## config.mk

```make
export PLATFORM = sky130hd
export DESIGN_NAME = etr_top
export DESIGN_NICKNAME = d
export VERILOG_FILES = /design/src/include/etr_pkg.sv /design/src/core/etr_top.sv
export VERILOG_INCLUDE_DIRS = /design/src /design/src/include
export SDC_FILE = /design/constraint.sdc
export NUM_CORES = 1
export LEC_CHECK = 0
export BUFFER_PORTS_ARGS = -buffer_cell sky130_fd_sc_hd__buf_2
export CAP_MARGIN = 40
export CORE_UTILIZATION = 55
export DETAILED_ROUTE_END_ITERATION = 10
export PLACE_DENSITY_LB_ADDON = 0.08
export SLEW_MARGIN = 0
export SYNTH_ARGS = -nofsm -noshare
export SYNTH_HDL_FRONTEND = slang
export SYNTH_SLANG_ARGS = --single-unit
```

## constraint.sdc

```tcl
create_clock -name i_clk_sys -period 3.61 [get_ports i_clk_sys]
set_input_delay 0.5415 -clock i_clk_sys [delete_from_list [all_inputs] [get_ports i_clk_sys]]
set_output_delay 0.5415 -clock i_clk_sys [all_outputs]
set_load 0.05 [all_outputs]
```

## src/include/etr_cfg.svh

```systemverilog
// constants for the elapsed-time recorder configuration and serial port
`ifndef ETR_CFG_SVH
`define ETR_CFG_SVH
`define ETR_CLK_MHZ 250
`define ETR_PULSE_LOW_US 62500
`define ETR_PULSE_HIGH_US 437500
`define ETR_PULSE_COUNT 3'h4
`define ETR_SLAVE_ADDR 7'h50
`define ETR_A_CFG 5'h00
`define ETR_A_TRIP 5'h01
`define ETR_A_ACC 5'h05
`define ETR_A_EVT 5'h09
`define ETR_A_USR 5'h0b
`define ETR_A_USR_END 5'h14
`define ETR_A_CLR 5'h1d
`define ETR_A_CORE 5'h1e
`define ETR_A_ULOCK 5'h1f
`define ETR_CODE_CLR 8'h55
`define ETR_CODE_CORE 8'haa
`define ETR_CODE_USER 8'hf0
`define ETR_B_AOR 7
`define ETR_B_AF 6
`define ETR_B_WDF 5
`define ETR_B_USER_MEMORY_LOCK_FLAG 4
`define ETR_B_AOS 3
`define ETR_B_RE 2
`define ETR_B_AP 1
`define ETR_B_ERO 0
`define ETR_EVT_FULL 16'hffff
`define ETR_USR_N 10
`endif

```

## src/include/etr_pkg.sv

```systemverilog
// types for the elapsed-time recorder serial port
package etr_pkg;
    typedef enum logic [3:0] {
        ST_IDLE = 4'h0,
        ST_ADDR = 4'h1,
        ST_AACK = 4'h2,
        ST_PTR = 4'h3,
        ST_PACK = 4'h4,
        ST_WR = 4'h5,
        ST_WACK = 4'h6,
        ST_RD = 4'h7,
        ST_RACK = 4'h8
    } etr_state_e;
    typedef logic [7:0] etr_byte_t;
endpackage

```

## src/core/etr_top.sv

```systemverilog
// configuration, lock, user memory and two-wire slave of the recorder
`timescale 1ns/10ps
`include "etr_cfg.svh"
module etr_top #(
    parameter int PULSE_LOW_CYC = `ETR_PULSE_LOW_US * `ETR_CLK_MHZ,
    parameter int PULSE_HIGH_CYC = `ETR_PULSE_HIGH_US * `ETR_CLK_MHZ
) (
    input wire logic i_clk_sys,
    input wire logic i_reset_n,
    input wire logic i_scl,
    input wire logic i_sda,
    output logic o_sda_out,
    output logic o_sda_oe,
    input wire logic i_alarm_pin,
    output logic o_alarm_out,
    output logic o_alarm_oe,
    input wire logic i_event_end,
    input wire logic [31:0] i_accum_value,
    output logic [31:0] o_accum,
    output logic [15:0] o_event_count,
    output logic o_alarm_active,
    output logic o_clear
);
    etr_pkg::etr_state_e state;
    logic [2:0] scl_s, sda_s, pin_s;
    logic scl_f, sda_f, pin_f, scl_q, sda_q, pin_q;
    logic scl_rise, scl_fall, start_c, stop_c;
    logic [2:0] bit_cnt;
    logic done, rw, nack, match;
    logic [7:0] sh, tx, rd_val;
    logic [4:0] ptr, wr_addr;
    logic [7:0] wr_data;
    logic wr_go;
    logic [7:0] cfg;
    logic event_count_overflow, core_lock_flag, user_memory_lock_flag, core_step, user_step;
    logic [31:0] trip;
    logic [7:0] user_mem [0:`ETR_USR_N-1];
    logic permit, clr_go, core_ok, user_ok;
    logic alarm_now, init_trig, ext_low, rel_trig, trig;
    logic [2:0] p_left;
    logic p_low;
    logic [31:0] tmr;
    logic [3:0] oe_hist;

    function automatic logic in_rng(input logic [4:0] a,
                                    input logic [4:0] lo,
                                    input logic [4:0] hi);
        in_rng = (a >= lo) && (a <= hi);
    endfunction

    // three-stage sampling; change taken when stages two and three agree
    always_ff @(posedge i_clk_sys or negedge i_reset_n) begin
        if (!i_reset_n) begin
            scl_s <= 3'h7;
            sda_s <= 3'h7;
            pin_s <= 3'h7;
        end else begin
            scl_s <= {scl_s[1:0], i_scl};
            sda_s <= {sda_s[1:0], i_sda};
            pin_s <= {pin_s[1:0], i_alarm_pin};
        end
    end

    always_ff @(posedge i_clk_sys or negedge i_reset_n) begin
        if (!i_reset_n) begin
            scl_f <= 1'b1;
            sda_f <= 1'b1;
            pin_f <= 1'b1;
            scl_q <= 1'b1;
            sda_q <= 1'b1;
            pin_q <= 1'b1;
        end else begin
            if (scl_s[1] == scl_s[2]) begin
                scl_f <= scl_s[2];
            end
            if (sda_s[1] == sda_s[2]) begin
                sda_f <= sda_s[2];
            end
            if (pin_s[1] == pin_s[2]) begin
                pin_f <= pin_s[2];
            end
            scl_q <= scl_f;
            sda_q <= sda_f;
            pin_q <= pin_f;
        end
    end

    assign scl_rise = scl_f & ~scl_q;
    assign scl_fall = ~scl_f & scl_q;
    assign start_c = scl_f & scl_q & sda_q & ~sda_f;
    assign stop_c = scl_f & scl_q & ~sda_q & sda_f;
    assign match = (sh[7:1] == `ETR_SLAVE_ADDR);

    // read mux; lock and clear locations read zero
    always_comb begin
        rd_val = 8'h00;
        if (ptr == `ETR_A_CFG) begin
            rd_val = {cfg[`ETR_B_AOR], o_alarm_active, core_lock_flag, user_memory_lock_flag,
                      cfg[`ETR_B_AOS], cfg[`ETR_B_RE], cfg[`ETR_B_AP], event_count_overflow};
        end else if (in_rng(ptr, `ETR_A_TRIP, `ETR_A_TRIP + 5'h3)) begin
            rd_val = trip[8*(ptr-`ETR_A_TRIP) +: 8];
        end else if (in_rng(ptr, `ETR_A_ACC, `ETR_A_ACC + 5'h3)) begin
            rd_val = o_accum[8*(ptr-`ETR_A_ACC) +: 8];
        end else if (in_rng(ptr, `ETR_A_EVT, `ETR_A_EVT + 5'h1)) begin
            rd_val = o_event_count[8*(ptr-`ETR_A_EVT) +: 8];
        end else if (in_rng(ptr, `ETR_A_USR, `ETR_A_USR_END)) begin
            rd_val = user_mem[4'(ptr - `ETR_A_USR)];
        end
    end

    // slave-only serial engine: samples on clock rise, drives on fall
    always_ff @(posedge i_clk_sys or negedge i_reset_n) begin
        if (!i_reset_n) begin
            state <= etr_pkg::ST_IDLE;
            bit_cnt <= 3'h0;
            done <= 1'b0;
            rw <= 1'b0;
            nack <= 1'b0;
            sh <= 8'h00;
            tx <= 8'h00;
            ptr <= 5'h00;
            o_sda_oe <= 1'b0;
            wr_go <= 1'b0;
            wr_addr <= 5'h00;
            wr_data <= 8'h00;
        end else begin
            wr_go <= 1'b0;
            if (start_c) begin
                state <= etr_pkg::ST_ADDR;
                bit_cnt <= 3'h0;
                done <= 1'b0;
                o_sda_oe <= 1'b0;
            end else if (stop_c) begin
                state <= etr_pkg::ST_IDLE;
                o_sda_oe <= 1'b0;
            end else if (scl_rise) begin
                case (state)
                    etr_pkg::ST_ADDR, etr_pkg::ST_PTR, etr_pkg::ST_WR: begin
                        sh <= {sh[6:0], sda_f};
                        bit_cnt <= bit_cnt + 3'h1;
                        done <= (bit_cnt == 3'h7);
                    end
                    etr_pkg::ST_RD: begin
                        bit_cnt <= bit_cnt + 3'h1;
                        done <= (bit_cnt == 3'h7);
                    end
                    etr_pkg::ST_RACK: begin
                        nack <= sda_f;
                    end
                    default: begin
                    end
                endcase
            end else if (scl_fall) begin
                case (state)
                    etr_pkg::ST_ADDR: begin
                        if (done) begin
                            done <= 1'b0;
                            if (match) begin
                                rw <= sh[0];
                                o_sda_oe <= 1'b1;
                                state <= etr_pkg::ST_AACK;
                            end else begin
                                state <= etr_pkg::ST_IDLE;
                            end
                        end
                    end
                    etr_pkg::ST_AACK: begin
                        if (rw) begin
                            tx <= rd_val;
                            o_sda_oe <= ~rd_val[7];
                            ptr <= ptr + 5'h1;
                            state <= etr_pkg::ST_RD;
                        end else begin
                            o_sda_oe <= 1'b0;
                            state <= etr_pkg::ST_PTR;
                        end
                    end
                    etr_pkg::ST_PTR: begin
                        if (done) begin
                            done <= 1'b0;
                            ptr <= sh[4:0];
                            o_sda_oe <= 1'b1;
                            state <= etr_pkg::ST_PACK;
                        end
                    end
                    etr_pkg::ST_WR: begin
                        if (done) begin
                            done <= 1'b0;
                            wr_go <= 1'b1;
                            wr_addr <= ptr;
                            wr_data <= sh;
                            ptr <= ptr + 5'h1;
                            o_sda_oe <= 1'b1;
                            state <= etr_pkg::ST_WACK;
                        end
                    end
                    etr_pkg::ST_PACK, etr_pkg::ST_WACK: begin
                        o_sda_oe <= 1'b0;
                        state <= etr_pkg::ST_WR;
                    end
                    etr_pkg::ST_RD: begin
                        if (done) begin
                            done <= 1'b0;
                            o_sda_oe <= 1'b0;
                            state <= etr_pkg::ST_RACK;
                        end else begin
                            tx <= {tx[6:0], 1'b0};
                            o_sda_oe <= ~tx[6];
                        end
                    end
                    etr_pkg::ST_RACK: begin
                        if (nack) begin
                            o_sda_oe <= 1'b0;
                            state <= etr_pkg::ST_IDLE;
                        end else begin
                            tx <= rd_val;
                            o_sda_oe <= ~rd_val[7];
                            ptr <= ptr + 5'h1;
                            state <= etr_pkg::ST_RD;
                        end
                    end
                    default: begin
                        o_sda_oe <= 1'b0;
                    end
                endcase
            end
        end
    end

    assign o_sda_out = 1'b0;
    assign permit = cfg[`ETR_B_RE] | (cfg[`ETR_B_AOR] & pin_f);
    assign clr_go = wr_go && (wr_addr == `ETR_A_CLR)
                    && (wr_data == `ETR_CODE_CLR)
                    && permit && !core_lock_flag;
    assign core_ok = wr_go && !core_lock_flag;
    assign user_ok = wr_go && !user_memory_lock_flag;

    // two-write lock sequences; any other write restarts them
    always_ff @(posedge i_clk_sys or negedge i_reset_n) begin
        if (!i_reset_n) begin
            core_lock_flag <= 1'b0;
            user_memory_lock_flag <= 1'b0;
            core_step <= 1'b0;
            user_step <= 1'b0;
        end else if (wr_go) begin
            core_step <= (wr_addr == `ETR_A_CORE)
                         && (wr_data == `ETR_CODE_CORE);
            user_step <= (wr_addr == `ETR_A_ULOCK)
                         && (wr_data == `ETR_CODE_USER);
            if (core_step && wr_addr == `ETR_A_CORE
                && wr_data == `ETR_CODE_CORE) begin
                core_lock_flag <= 1'b1;
            end
            if (user_step && wr_addr == `ETR_A_ULOCK
                && wr_data == `ETR_CODE_USER) begin
                user_memory_lock_flag <= 1'b1;
            end
        end
    end

    // configuration and trip point
    always_ff @(posedge i_clk_sys or negedge i_reset_n) begin
        if (!i_reset_n) begin
            cfg <= 8'h00;
            trip <= 32'h0000_0000;
        end else if (core_ok) begin
            if (wr_addr == `ETR_A_CFG) begin
                cfg[`ETR_B_AOR] <= wr_data[`ETR_B_AOR];
                cfg[`ETR_B_AOS] <= wr_data[`ETR_B_AOS];
                cfg[`ETR_B_RE] <= wr_data[`ETR_B_RE];
                cfg[`ETR_B_AP] <= wr_data[`ETR_B_AP];
            end
            if (in_rng(wr_addr, `ETR_A_TRIP, `ETR_A_TRIP + 5'h3)) begin
                trip[8*(wr_addr-`ETR_A_TRIP) +: 8] <= wr_data;
            end
        end
    end

    // total time accumulator
    always_ff @(posedge i_clk_sys or negedge i_reset_n) begin
        if (!i_reset_n) begin
            o_accum <= 32'h0000_0000;
        end else if (clr_go) begin
            o_accum <= 32'h0000_0000;
        end else if (core_ok
                     && in_rng(wr_addr, `ETR_A_ACC, `ETR_A_ACC + 5'h3)) begin
            o_accum[8*(wr_addr-`ETR_A_ACC) +: 8] <= wr_data;
        end else if (i_event_end) begin
            o_accum <= i_accum_value;
        end
    end

    // event counter with overflow bit as seventeenth bit
    always_ff @(posedge i_clk_sys or negedge i_reset_n) begin
        if (!i_reset_n) begin
            o_event_count <= 16'h0000;
            event_count_overflow <= 1'b0;
        end else if (clr_go) begin
            o_event_count <= 16'h0000;
            event_count_overflow <= 1'b0;
        end else begin
            if (core_ok
                && in_rng(wr_addr, `ETR_A_EVT, `ETR_A_EVT + 5'h1)) begin
                o_event_count[8*(wr_addr-`ETR_A_EVT) +: 8] <= wr_data;
            end else if (i_event_end) begin
                if (o_event_count != `ETR_EVT_FULL) begin
                    o_event_count <= o_event_count + 16'h0001;
                end else if (!event_count_overflow) begin
                    event_count_overflow <= 1'b1;
                    o_event_count <= 16'h0000;
                end
            end
            // a config write takes the overflow bit; events still count
            if (core_ok && (wr_addr == `ETR_A_CFG)) begin
                event_count_overflow <= wr_data[`ETR_B_ERO];
            end
        end
    end

    // user memory
    always_ff @(posedge i_clk_sys) begin
        if (user_ok && in_rng(wr_addr, `ETR_A_USR, `ETR_A_USR_END)) begin
            user_mem[4'(wr_addr - `ETR_A_USR)] <= wr_data;
        end
    end

    // clear strobe for the elapsed count outside
    always_ff @(posedge i_clk_sys or negedge i_reset_n) begin
        if (!i_reset_n) begin
            o_clear <= 1'b0;
        end else begin
            o_clear <= clr_go;
        end
    end

    // alarm comparison against the trip point
    assign alarm_now = cfg[`ETR_B_AP] ? (o_accum >= trip)
                                      : (o_accum < trip);

    always_ff @(posedge i_clk_sys or negedge i_reset_n) begin
        if (!i_reset_n) begin
            o_alarm_active <= 1'b0;
        end else begin
            o_alarm_active <= alarm_now;
        end
    end

    // trigger sources for the pulsed style
    always_ff @(posedge i_clk_sys or negedge i_reset_n) begin
        if (!i_reset_n) begin
            init_trig <= 1'b1;
            ext_low <= 1'b0;
            oe_hist <= 4'h0;
        end else begin
            init_trig <= 1'b0;
            oe_hist <= {oe_hist[2:0], o_alarm_oe};
            if (!pin_f && !o_alarm_oe && oe_hist == 4'h0) begin
                ext_low <= 1'b1;
            end else if (pin_f) begin
                ext_low <= 1'b0;
            end
        end
    end

    assign rel_trig = ext_low & pin_f & ~pin_q;
    assign trig = init_trig | rel_trig | (alarm_now & ~o_alarm_active);

    // four-pulse generator
    always_ff @(posedge i_clk_sys or negedge i_reset_n) begin
        if (!i_reset_n) begin
            p_left <= 3'h0;
            p_low <= 1'b0;
            tmr <= 32'h0000_0000;
        end else if (trig && cfg[`ETR_B_AOS] && !cfg[`ETR_B_AOR]) begin
            p_left <= `ETR_PULSE_COUNT;
            p_low <= 1'b1;
            tmr <= 32'h0000_0000;
        end else if (p_left != 3'h0) begin
            tmr <= tmr + 32'h0000_0001;
            if (p_low && tmr == 32'(PULSE_LOW_CYC - 1)) begin
                p_low <= 1'b0;
                tmr <= 32'h0000_0000;
            end else if (!p_low && tmr == 32'(PULSE_HIGH_CYC - 1)) begin
                p_left <= p_left - 3'h1;
                p_low <= (p_left != 3'h1);
                tmr <= 32'h0000_0000;
            end
        end
    end

    // alarm pin drive; pin is an input when mapped to clear permit
    always_ff @(posedge i_clk_sys or negedge i_reset_n) begin
        if (!i_reset_n) begin
            o_alarm_oe <= 1'b0;
        end else if (cfg[`ETR_B_AOR]) begin
            o_alarm_oe <= 1'b0;
        end else if (cfg[`ETR_B_AOS]) begin
            o_alarm_oe <= p_low && (p_left != 3'h0);
        end else begin
            o_alarm_oe <= alarm_now;
        end
    end

    assign o_alarm_out = 1'b0;
endmodule

```

# Word-level counts from Yosys, hierarchy flattened
# Memory sizes are Yosys's and may differ from the RTL's.
# Cells that the tools add are included.
# op_classes
addsub,16
n_mul,0
n_div,0
order_cmp,18
n_eq_ne,42
shift,9
n_mux,88
n_bitwise,25
n_reduce_logical,77
# op_table
op,n
2-to-1 mux 32 bit,7
negation 32 -> 34 bit,3
2-to-1 mux 16 bit,5
variable shift 8 x 34 -> 32 bit (first input constant),2
variable part select 8 x 34 -> 32 bit,2
variable part select 32 x 33 -> 8 bit,2
bitwise mux 32 bit,2
2-to-1 mux 8 bit,5
2-to-1 mux 1 bit,38
variable shift 8 x 34 -> 16 bit (first input constant),1
variable part select 8 x 34 -> 16 bit,1
variable part select 16 x 33 -> 8 bit,1
adder 32 x 1 -> 32 bit (second input constant),1
== test 32 x 24 -> 1 bit (second input constant),1
== test 32 x 27 -> 1 bit (second input constant),1
greater-or-equal comparator 32 bit,1
< comparator 32 bit,1
2-to-1 mux 4 bit,8
logical AND 1 bit,31
2-to-1 mux 3 bit,10
one-hot mux 4 bit (7 select lines),1
nonzero test 3 bit,8
2-to-1 mux 7 bit,3
one-hot mux 7 bit (3 select lines),1
other kinds (55),139
# word_totals
reg_bits,194
latchBits,0
ramBits,80
romBits,0
out_inout_bits,54
word_cells,316
n_memories,1
# memory_table
memory,depth,width,read_ports,rd_ports_with_merged_regs,wr,line,source
user_mem,10,8,1,0,1,etr_top.sv:37,logic [7:0] user_mem [0:`ETR_USR_N-1];

# Depth between registers and ports, before layout
# logic_depth
word_depth,14
depth_mapped,17

# Worst setup path after synthesis
# Ideal clock, no wire load.
# synth_path
path_kind,flip-flop to flip-flop
from,register ptr[0]
to,register tx[5]
setup_ns,0.136
arrival_ns,3.837
required_ns,3.474
setup_slack_ns,-0.362
path_stages_with_launch,18
period_less_slack_ns,3.972
cell_sequence,dfrtp_1 clkbuf_1 buf_2 buf_2 buf_2 buf_2 inv_1 ha_1 clkbuf_1 clkbuf_1 clkbuf_1 mux4_2 inv_1 o211ai_1 a21oi_1 nor3_1 a21oi_1 o21ai_0
# synth_between
elab_chain_cells,9
word_cells_on_any_way,29
cone_classes,add/sub: 4; order compare: 8; shift: 3; mux: 8; reduce/logical: 5; memory: 1
# synth_lines
item,line,source
start: declaration,etr_top.sv:31,"logic [4:0] ptr, wr_addr;"
start signal: assignment,etr_top.sv:171,ptr <= ptr + 5'h1;
start signal: assignment,etr_top.sv:181,ptr <= sh[4:0];
start signal: assignment,etr_top.sv:192,ptr <= ptr + 5'h1;
subtractor 4 bit (no source line) (tied with other cells),-,
memory (10 x 8 bit) / logical AND 1 bit (equally long branches),-,
2-to-1 mux 8 bit,etr_top.sv:106,"end else if (in_rng(ptr, `ETR_A_USR, `ETR_A_USR_END)) begin"
2-to-1 mux 8 bit,etr_top.sv:104,"end else if (in_rng(ptr, `ETR_A_EVT, `ETR_A_EVT + 5'h1)) begin"
2-to-1 mux 8 bit,etr_top.sv:102,"end else if (in_rng(ptr, `ETR_A_ACC, `ETR_A_ACC + 5'h3)) begin"
2-to-1 mux 8 bit,etr_top.sv:100,"end else if (in_rng(ptr, `ETR_A_TRIP, `ETR_A_TRIP + 5'h3)) begin"
2-to-1 mux 8 bit (*),etr_top.sv:97,if (ptr == `ETR_A_CFG) begin
2-to-1 mux 7 bit (on tied branches),"etr_top.sv:212, etr_top.sv:168",
one-hot mux 7 bit (3 select lines) (*),etr_top.sv:154,case (state)
end signal: assignment,etr_top.sv:169,tx <= rd_val;
end signal: assignment,etr_top.sv:207,"tx <= {tx[6:0], 1'b0};"
end signal: assignment,etr_top.sv:216,tx <= rd_val;
end: declaration,etr_top.sv:30,"logic [7:0] sh, tx, rd_val;"
# Mark *: on every way between the ends. The rest lies on a longest branch, timed or not. The select of a mux whose other input is x is not followed.
# A chain may end at the register's enable or synchronous reset.

# Final worst setup path
# layout_path
from,register wr_addr[0]
to,register trip[17]
# layout_between
elab_chain_cells,4
word_cells_on_any_way,9
cone_classes,add/sub: 2; order compare: 2; shift: 2; mux: 1; reduce/logical: 2
# layout_lines
item,line,source
start: declaration,etr_top.sv:31,
start signal: assignment,etr_top.sv:190,wr_addr <= ptr;
subtractor 5 x 1 -> 6 bit (no source line),-,
negation 32 -> 34 bit,etr_top.sv:274,trip[8*(wr_addr-`ETR_A_TRIP) +: 8] <= wr_data;
variable part select 8 x 34 -> 32 bit / variable shift 8 x 34 -> 32 bit (equally long branches),etr_top.sv:274,
bitwise mux 32 bit,etr_top.sv:274,
end signal: indexed assignment,etr_top.sv:274,
end: declaration,etr_top.sv:36,logic [31:0] trip;
# Parallel ways exist; a longest one is shown, timed or not.

==> impl_results.md <==
- Die height: ~170 µm
- Pin count of the biggest net entering global routing: 86
- CP endpoint kind: register
- Pins over their slew limit: 0
- Vias after detailed routing: 13,300
- End of the worst hold path: scl_s[0]$_DFF_PN1_
- Via count of the first global-routing pass: about 13,000
- Worst EP required: 4.04 ns
- Run status: finished, final reports clean
- Power share of the combinational group: 13.4%
- Share of async-settable or async-resettable flops after synthesis: 70.8%
- Count of clock tree sinks: approximately 270
- Switching power: 0.00220 W
- Mapped Cells: about 1,600
- Number of placed cells counting well taps: 2,032
- Core footprint: 28,100 µm²
- Hold Crit Depth: 1
- Share of total power in sequential cells: 46.4%
- Half-perimeter wire length after detailed placement: 31.7 mm
- Share of the core filled with cells in the final layout: 65.3%
- Worst-Skew Late Latency: 0.55 ns
- Worst clock skew: 0.0132 ns
- Actual transition at the worst max-transition pin: 0.866 ns
- Count of antenna-violating nets left after detailed routing: 0
- Synthesized-area fraction occupied by ao, oa, aoi and oai cells: 14.3%
- Arrival @ worst endpoint: 3.89 ns
- Yosys Warn Count: 0
- Maximum count of clock buffers along a single path: 3
- Clock slew at the register clock pins of the worst setup and hold paths: 0.06 ns
- Highest clock frequency the design can meet: 289 MHz
- R2R depth: 16
- Share of total power consumed by net switching: 28.1%
- Crit path launch type: register
- Total congestion overflow after global routing: 0
- Via density: around 6.4
- Xor and xnor fraction of the mapped netlist area: less than 1%
- Count of final hold-check violations: 0
- TritonCTS clock tree: built
- Fin crit share: a little over nine tenths
- Number of synthesized flops with an enable pin: 80
- Number of top-level design ports: 92
- Power share of the clock group: 40.3%
- Die width: 172 µm
- Critical path fanouts, max: 8
- Count of non-filler cells in the finished layout: around 2,100
- Num CTS Buffers: 29
- Die footprint: roughly 30,000 µm²
- Pwr Density: roughly 430 nW/µm²
- #FFs+latches synth: 274
- Type of the most critical hold path: primary input to register
- Final estimated routing congestion in global placement: between 0.9 and 1
- Post-Route WL: 45.2 mm
- Number of standard-cell rows in the floorplan: 61
- Cell-internal power: 0.00562 W
- Ratio of cells with drive above 1 in the final layout: roughly a fifth
- Total Power Consumption: 0.00782 W
- Hold_sp: i_scl
- Tightest slew margin relative to the limit: 42.2%
- Maxcap violations: 0
- Cell area after synthesis: 15,900 µm²
- Sequential element share of the synthesized area: 45.8%
- Number of endpoints failing setup at the final stage: 0
- Initial cell density of the core: 56.6%
- Count of H-tree levels built during CTS: 1
- All-Layer GR Usage: 31.2%
- Clock Root Buffer: sky130_fd_sc_hd__clkbuf_16
- Fraction of the mapped netlist area in adder cells: approximately 6.4%
- Endpoint of the worst register-to-register path: trip[17]$_DFFE_PN0P_
- Reg2Reg Setup Slack: 0.15 ns
- Top flip-flop cell by instance count after synthesis: sky130_fd_sc_hd__dfrtp_1
- Dominant combinational cell family by area after synthesis: simple AND/OR/NAND/NOR gates
- R2r startpoint: wr_addr[0]$_DFFE_PN0P_
- Maximum vdd drop: 0.521 mV
- Critical path start-end classification: register to register
- # port buffers: 89
- Total leakage power: approximately 7.6 nW
- Min Tclk post-route: 3.46 ns
- Syn Area/Cell: 10.1 µm²
- Number of inserted diodes: 0
- Number of unique standard cell types used by synthesis: 82
- Global-route wire length before repair: 70.9 mm
- Antenna violations before repair: 0
- DRC violations left: 0
- Synth-to-Final Area Change: 15.3%
- Average wire per cell in the routed design: about 22 µm
- Count of nets after finishing: about 1,800
- Simple-gate area share of the yosys netlist: between 10% and 20%
- Multiplexer area fraction after synthesis: between 10% and 20%
- DRC marker count from the first detailed-route iteration: 1,285
- Number of optimization iterations in the first detailed-route pass: 5
==> cells by family after synthesis <==
group           Yosys count
compound gates          365
xor+xnor                 16
fa+ha+maj                82
buf+inv                 163
flops                   274
mux                     123
other cells               1
simple gates            547
==> flip-flops by register name, indices dropped and copies added (netlist names), 4 cells and up <==
| signal | flops |
|---|---|
| user_mem | 80 |
| o_accum | 32 |
| tmr | 32 |
| trip | 32 |
| o_event_count | 16 |
| sh | 8 |
| wr_data | 8 |
| tx | 7 |
| ptr | 5 |
| wr_addr | 5 |
| cfg | 4 |
| oe_hist | 4 |
| state | 4 |
==> cell usage in the layout (no fill, tap or decap), types with 37 or more instances in the layout <==
master / n
sky130_fd_sc_hd__nor3_1: 37
sky130_fd_sc_hd__dfrtp_1: 175
sky130_fd_sc_hd__nor2_1: 95
sky130_fd_sc_hd__buf_2: 88
sky130_fd_sc_hd__a21oi_1: 122
sky130_fd_sc_hd__edfxtp_1: 80
sky130_fd_sc_hd__o21ai_0: 86
sky130_fd_sc_hd__nand4_1: 39
sky130_fd_sc_hd__inv_1: 67
sky130_fd_sc_hd__nand3_1: 79
sky130_fd_sc_hd__ha_1: 76
sky130_fd_sc_hd__buf_4: 80
sky130_fd_sc_hd__mux2i_1: 48
sky130_fd_sc_hd__nand2_1: 127
==> critical path, cell delays in order, from the launching register on <==
cell	delay, ns
sky130_fd_sc_hd__dfrtp_2	0.44
sky130_fd_sc_hd__or2_1	0.33
sky130_fd_sc_hd__buf_4	0.18
sky130_fd_sc_hd__a31oi_1	0.22
sky130_fd_sc_hd__o32ai_2	0.12
sky130_fd_sc_hd__buf_4	0.17
sky130_fd_sc_hd__nand3_1	0.11
sky130_fd_sc_hd__inv_1	0.06
sky130_fd_sc_hd__ha_1	0.19
sky130_fd_sc_hd__nor3_1	0.19
sky130_fd_sc_hd__nand2_1	0.12
sky130_fd_sc_hd__a2111oi_4	0.46
sky130_fd_sc_hd__buf_4	0.20
sky130_fd_sc_hd__buf_4	0.13
sky130_fd_sc_hd__nand4_2	0.09
sky130_fd_sc_hd__buf_4	0.21
sky130_fd_sc_hd__mux2i_1	0.13
==> cells in the mapped netlist (9+ instances only) <==
master	count	share of area [%]
sky130_fd_sc_hd__edfxtp_1	80	15
sky130_fd_sc_hd__dfrtp_1	178	28
sky130_fd_sc_hd__nor3_1	37	1.2
sky130_fd_sc_hd__a21oi_1	123	3.9
sky130_fd_sc_hd__o211ai_1	11	0.52
sky130_fd_sc_hd__or4_1	21	0.99
sky130_fd_sc_hd__mux2_2	34	2.4
sky130_fd_sc_hd__a22o_1	24	1.3
sky130_fd_sc_hd__and2_1	14	0.55
sky130_fd_sc_hd__o31ai_1	17	0.80
sky130_fd_sc_hd__and3_1	23	0.90
sky130_fd_sc_hd__o22ai_1	15	0.59
sky130_fd_sc_hd__nand4_1	39	1.5
sky130_fd_sc_hd__nor4b_1	9	0.50
sky130_fd_sc_hd__nor2b_1	20	0.79
sky130_fd_sc_hd__xnor2_1	10	0.55
sky130_fd_sc_hd__mux4_2	32	4.5
sky130_fd_sc_hd__inv_1	70	1.7
sky130_fd_sc_hd__ha_1	79	6.2
sky130_fd_sc_hd__o21ai_0	94	3.0
sky130_fd_sc_hd__nor2_1	98	2.3
sky130_fd_sc_hd__nand3_1	79	2.5
sky130_fd_sc_hd__or3_1	14	0.55
sky130_fd_sc_hd__clkbuf_1	71	1.7
sky130_fd_sc_hd__nor4_1	15	0.59
sky130_fd_sc_hd__nand2_1	129	3.0
sky130_fd_sc_hd__dfstp_2	16	2.6
sky130_fd_sc_hd__mux2_1	9	0.64
sky130_fd_sc_hd__a31oi_1	13	0.51
sky130_fd_sc_hd__buf_2	11	0.35
sky130_fd_sc_hd__nand2b_1	10	0.39
sky130_fd_sc_hd__mux2i_1	48	3.0
==> power groups by stage <==
stage	logic, W	clock network, W	registers, W
after CTS	0.00103	0.00318	0.00362
final	0.00105	0.00315	0.00362
after detailed placement	0.00103	0	0.00367
after floorplan	0.000428	0	0.00389
after global routing	0.00114	0.00330	0.00365
after global placement	0.00101	0	0.00367
==> how the worst max path moves through the flow <==
stage | to | depth (start not counted) | slack [ns] | start
after global routing | trip[8]$_DFFE_PN0P_ | 15 | -0.04 | wr_addr[4]$_DFFE_PN0P_
after global placement | o_accum[29]$_DFFE_PN0P_ | 13 | 0.08 | wr_addr[0]$_DFFE_PN0P_
after CTS | o_accum[16]$_DFFE_PN0P_ | 13 | 0.01 | wr_addr[1]$_DFFE_PN0P_
after floorplan | trip[4]$_DFFE_PN0P_ | 14 | -0.01 | wr_addr[0]$_DFFE_PN0P_
final | trip[17]$_DFFE_PN0P_ | 16 | 0.15 | wr_addr[0]$_DFFE_PN0P_
after detailed placement | trip[10]$_DFFE_PN0P_ | 14 | -0.02 | wr_addr[1]$_DFFE_PN0P_
==> final cells by class <==
class | instances | area, µm²
multi-input combinational | 1136 | 8100
clock buffer | 39 | 803
sequential | 274 | 7280
fill | 2362 | 9750
clock inverter | 14 | 200
timing repair buffer | 178 | 1210
inverter | 72 | 273
tap | 378 | 473
==> routing by layer <==
layer / wire length, µm / vias up / global-route usage (%)
met3: 3170 / 91 / 3.87
li1: - / 6122 / -
met2: 20800 / 560 / 49.2
met4: 1120 / 0 / 8.08
met5: 0 / - / 0
met1: 20100 / 6510 / 45.7
==> stage by stage <==
step | instance area, µm² | worst slack (ns) | hold slack (ns) | TNS, ns
floorplan | 15900 | -0.0123 | 0.246 | -0.0859
global placement | 17100 | 0.0845 | 0.346 | 0
detailed placement | 17200 | -0.0245 | 0.347 | -0.186
CTS | 18200 | 0.0120 | 0.0806 | 0
global route | 18300 | -0.0396 | 0.0892 | -0.432
finish | 18300 | 0.148 | 0.0989 | 0
==> timing repair <==
item                       4_1_cts  5_1_grt
buffers inserted                 2        3
gates resized for setup          3       42
hold buffers                     1        0
setup endpoints to repair       35       81
hold endpoints to repair        22        0
pin swaps                        1        5
Note: power is estimated with default switching activity, not from simulation.
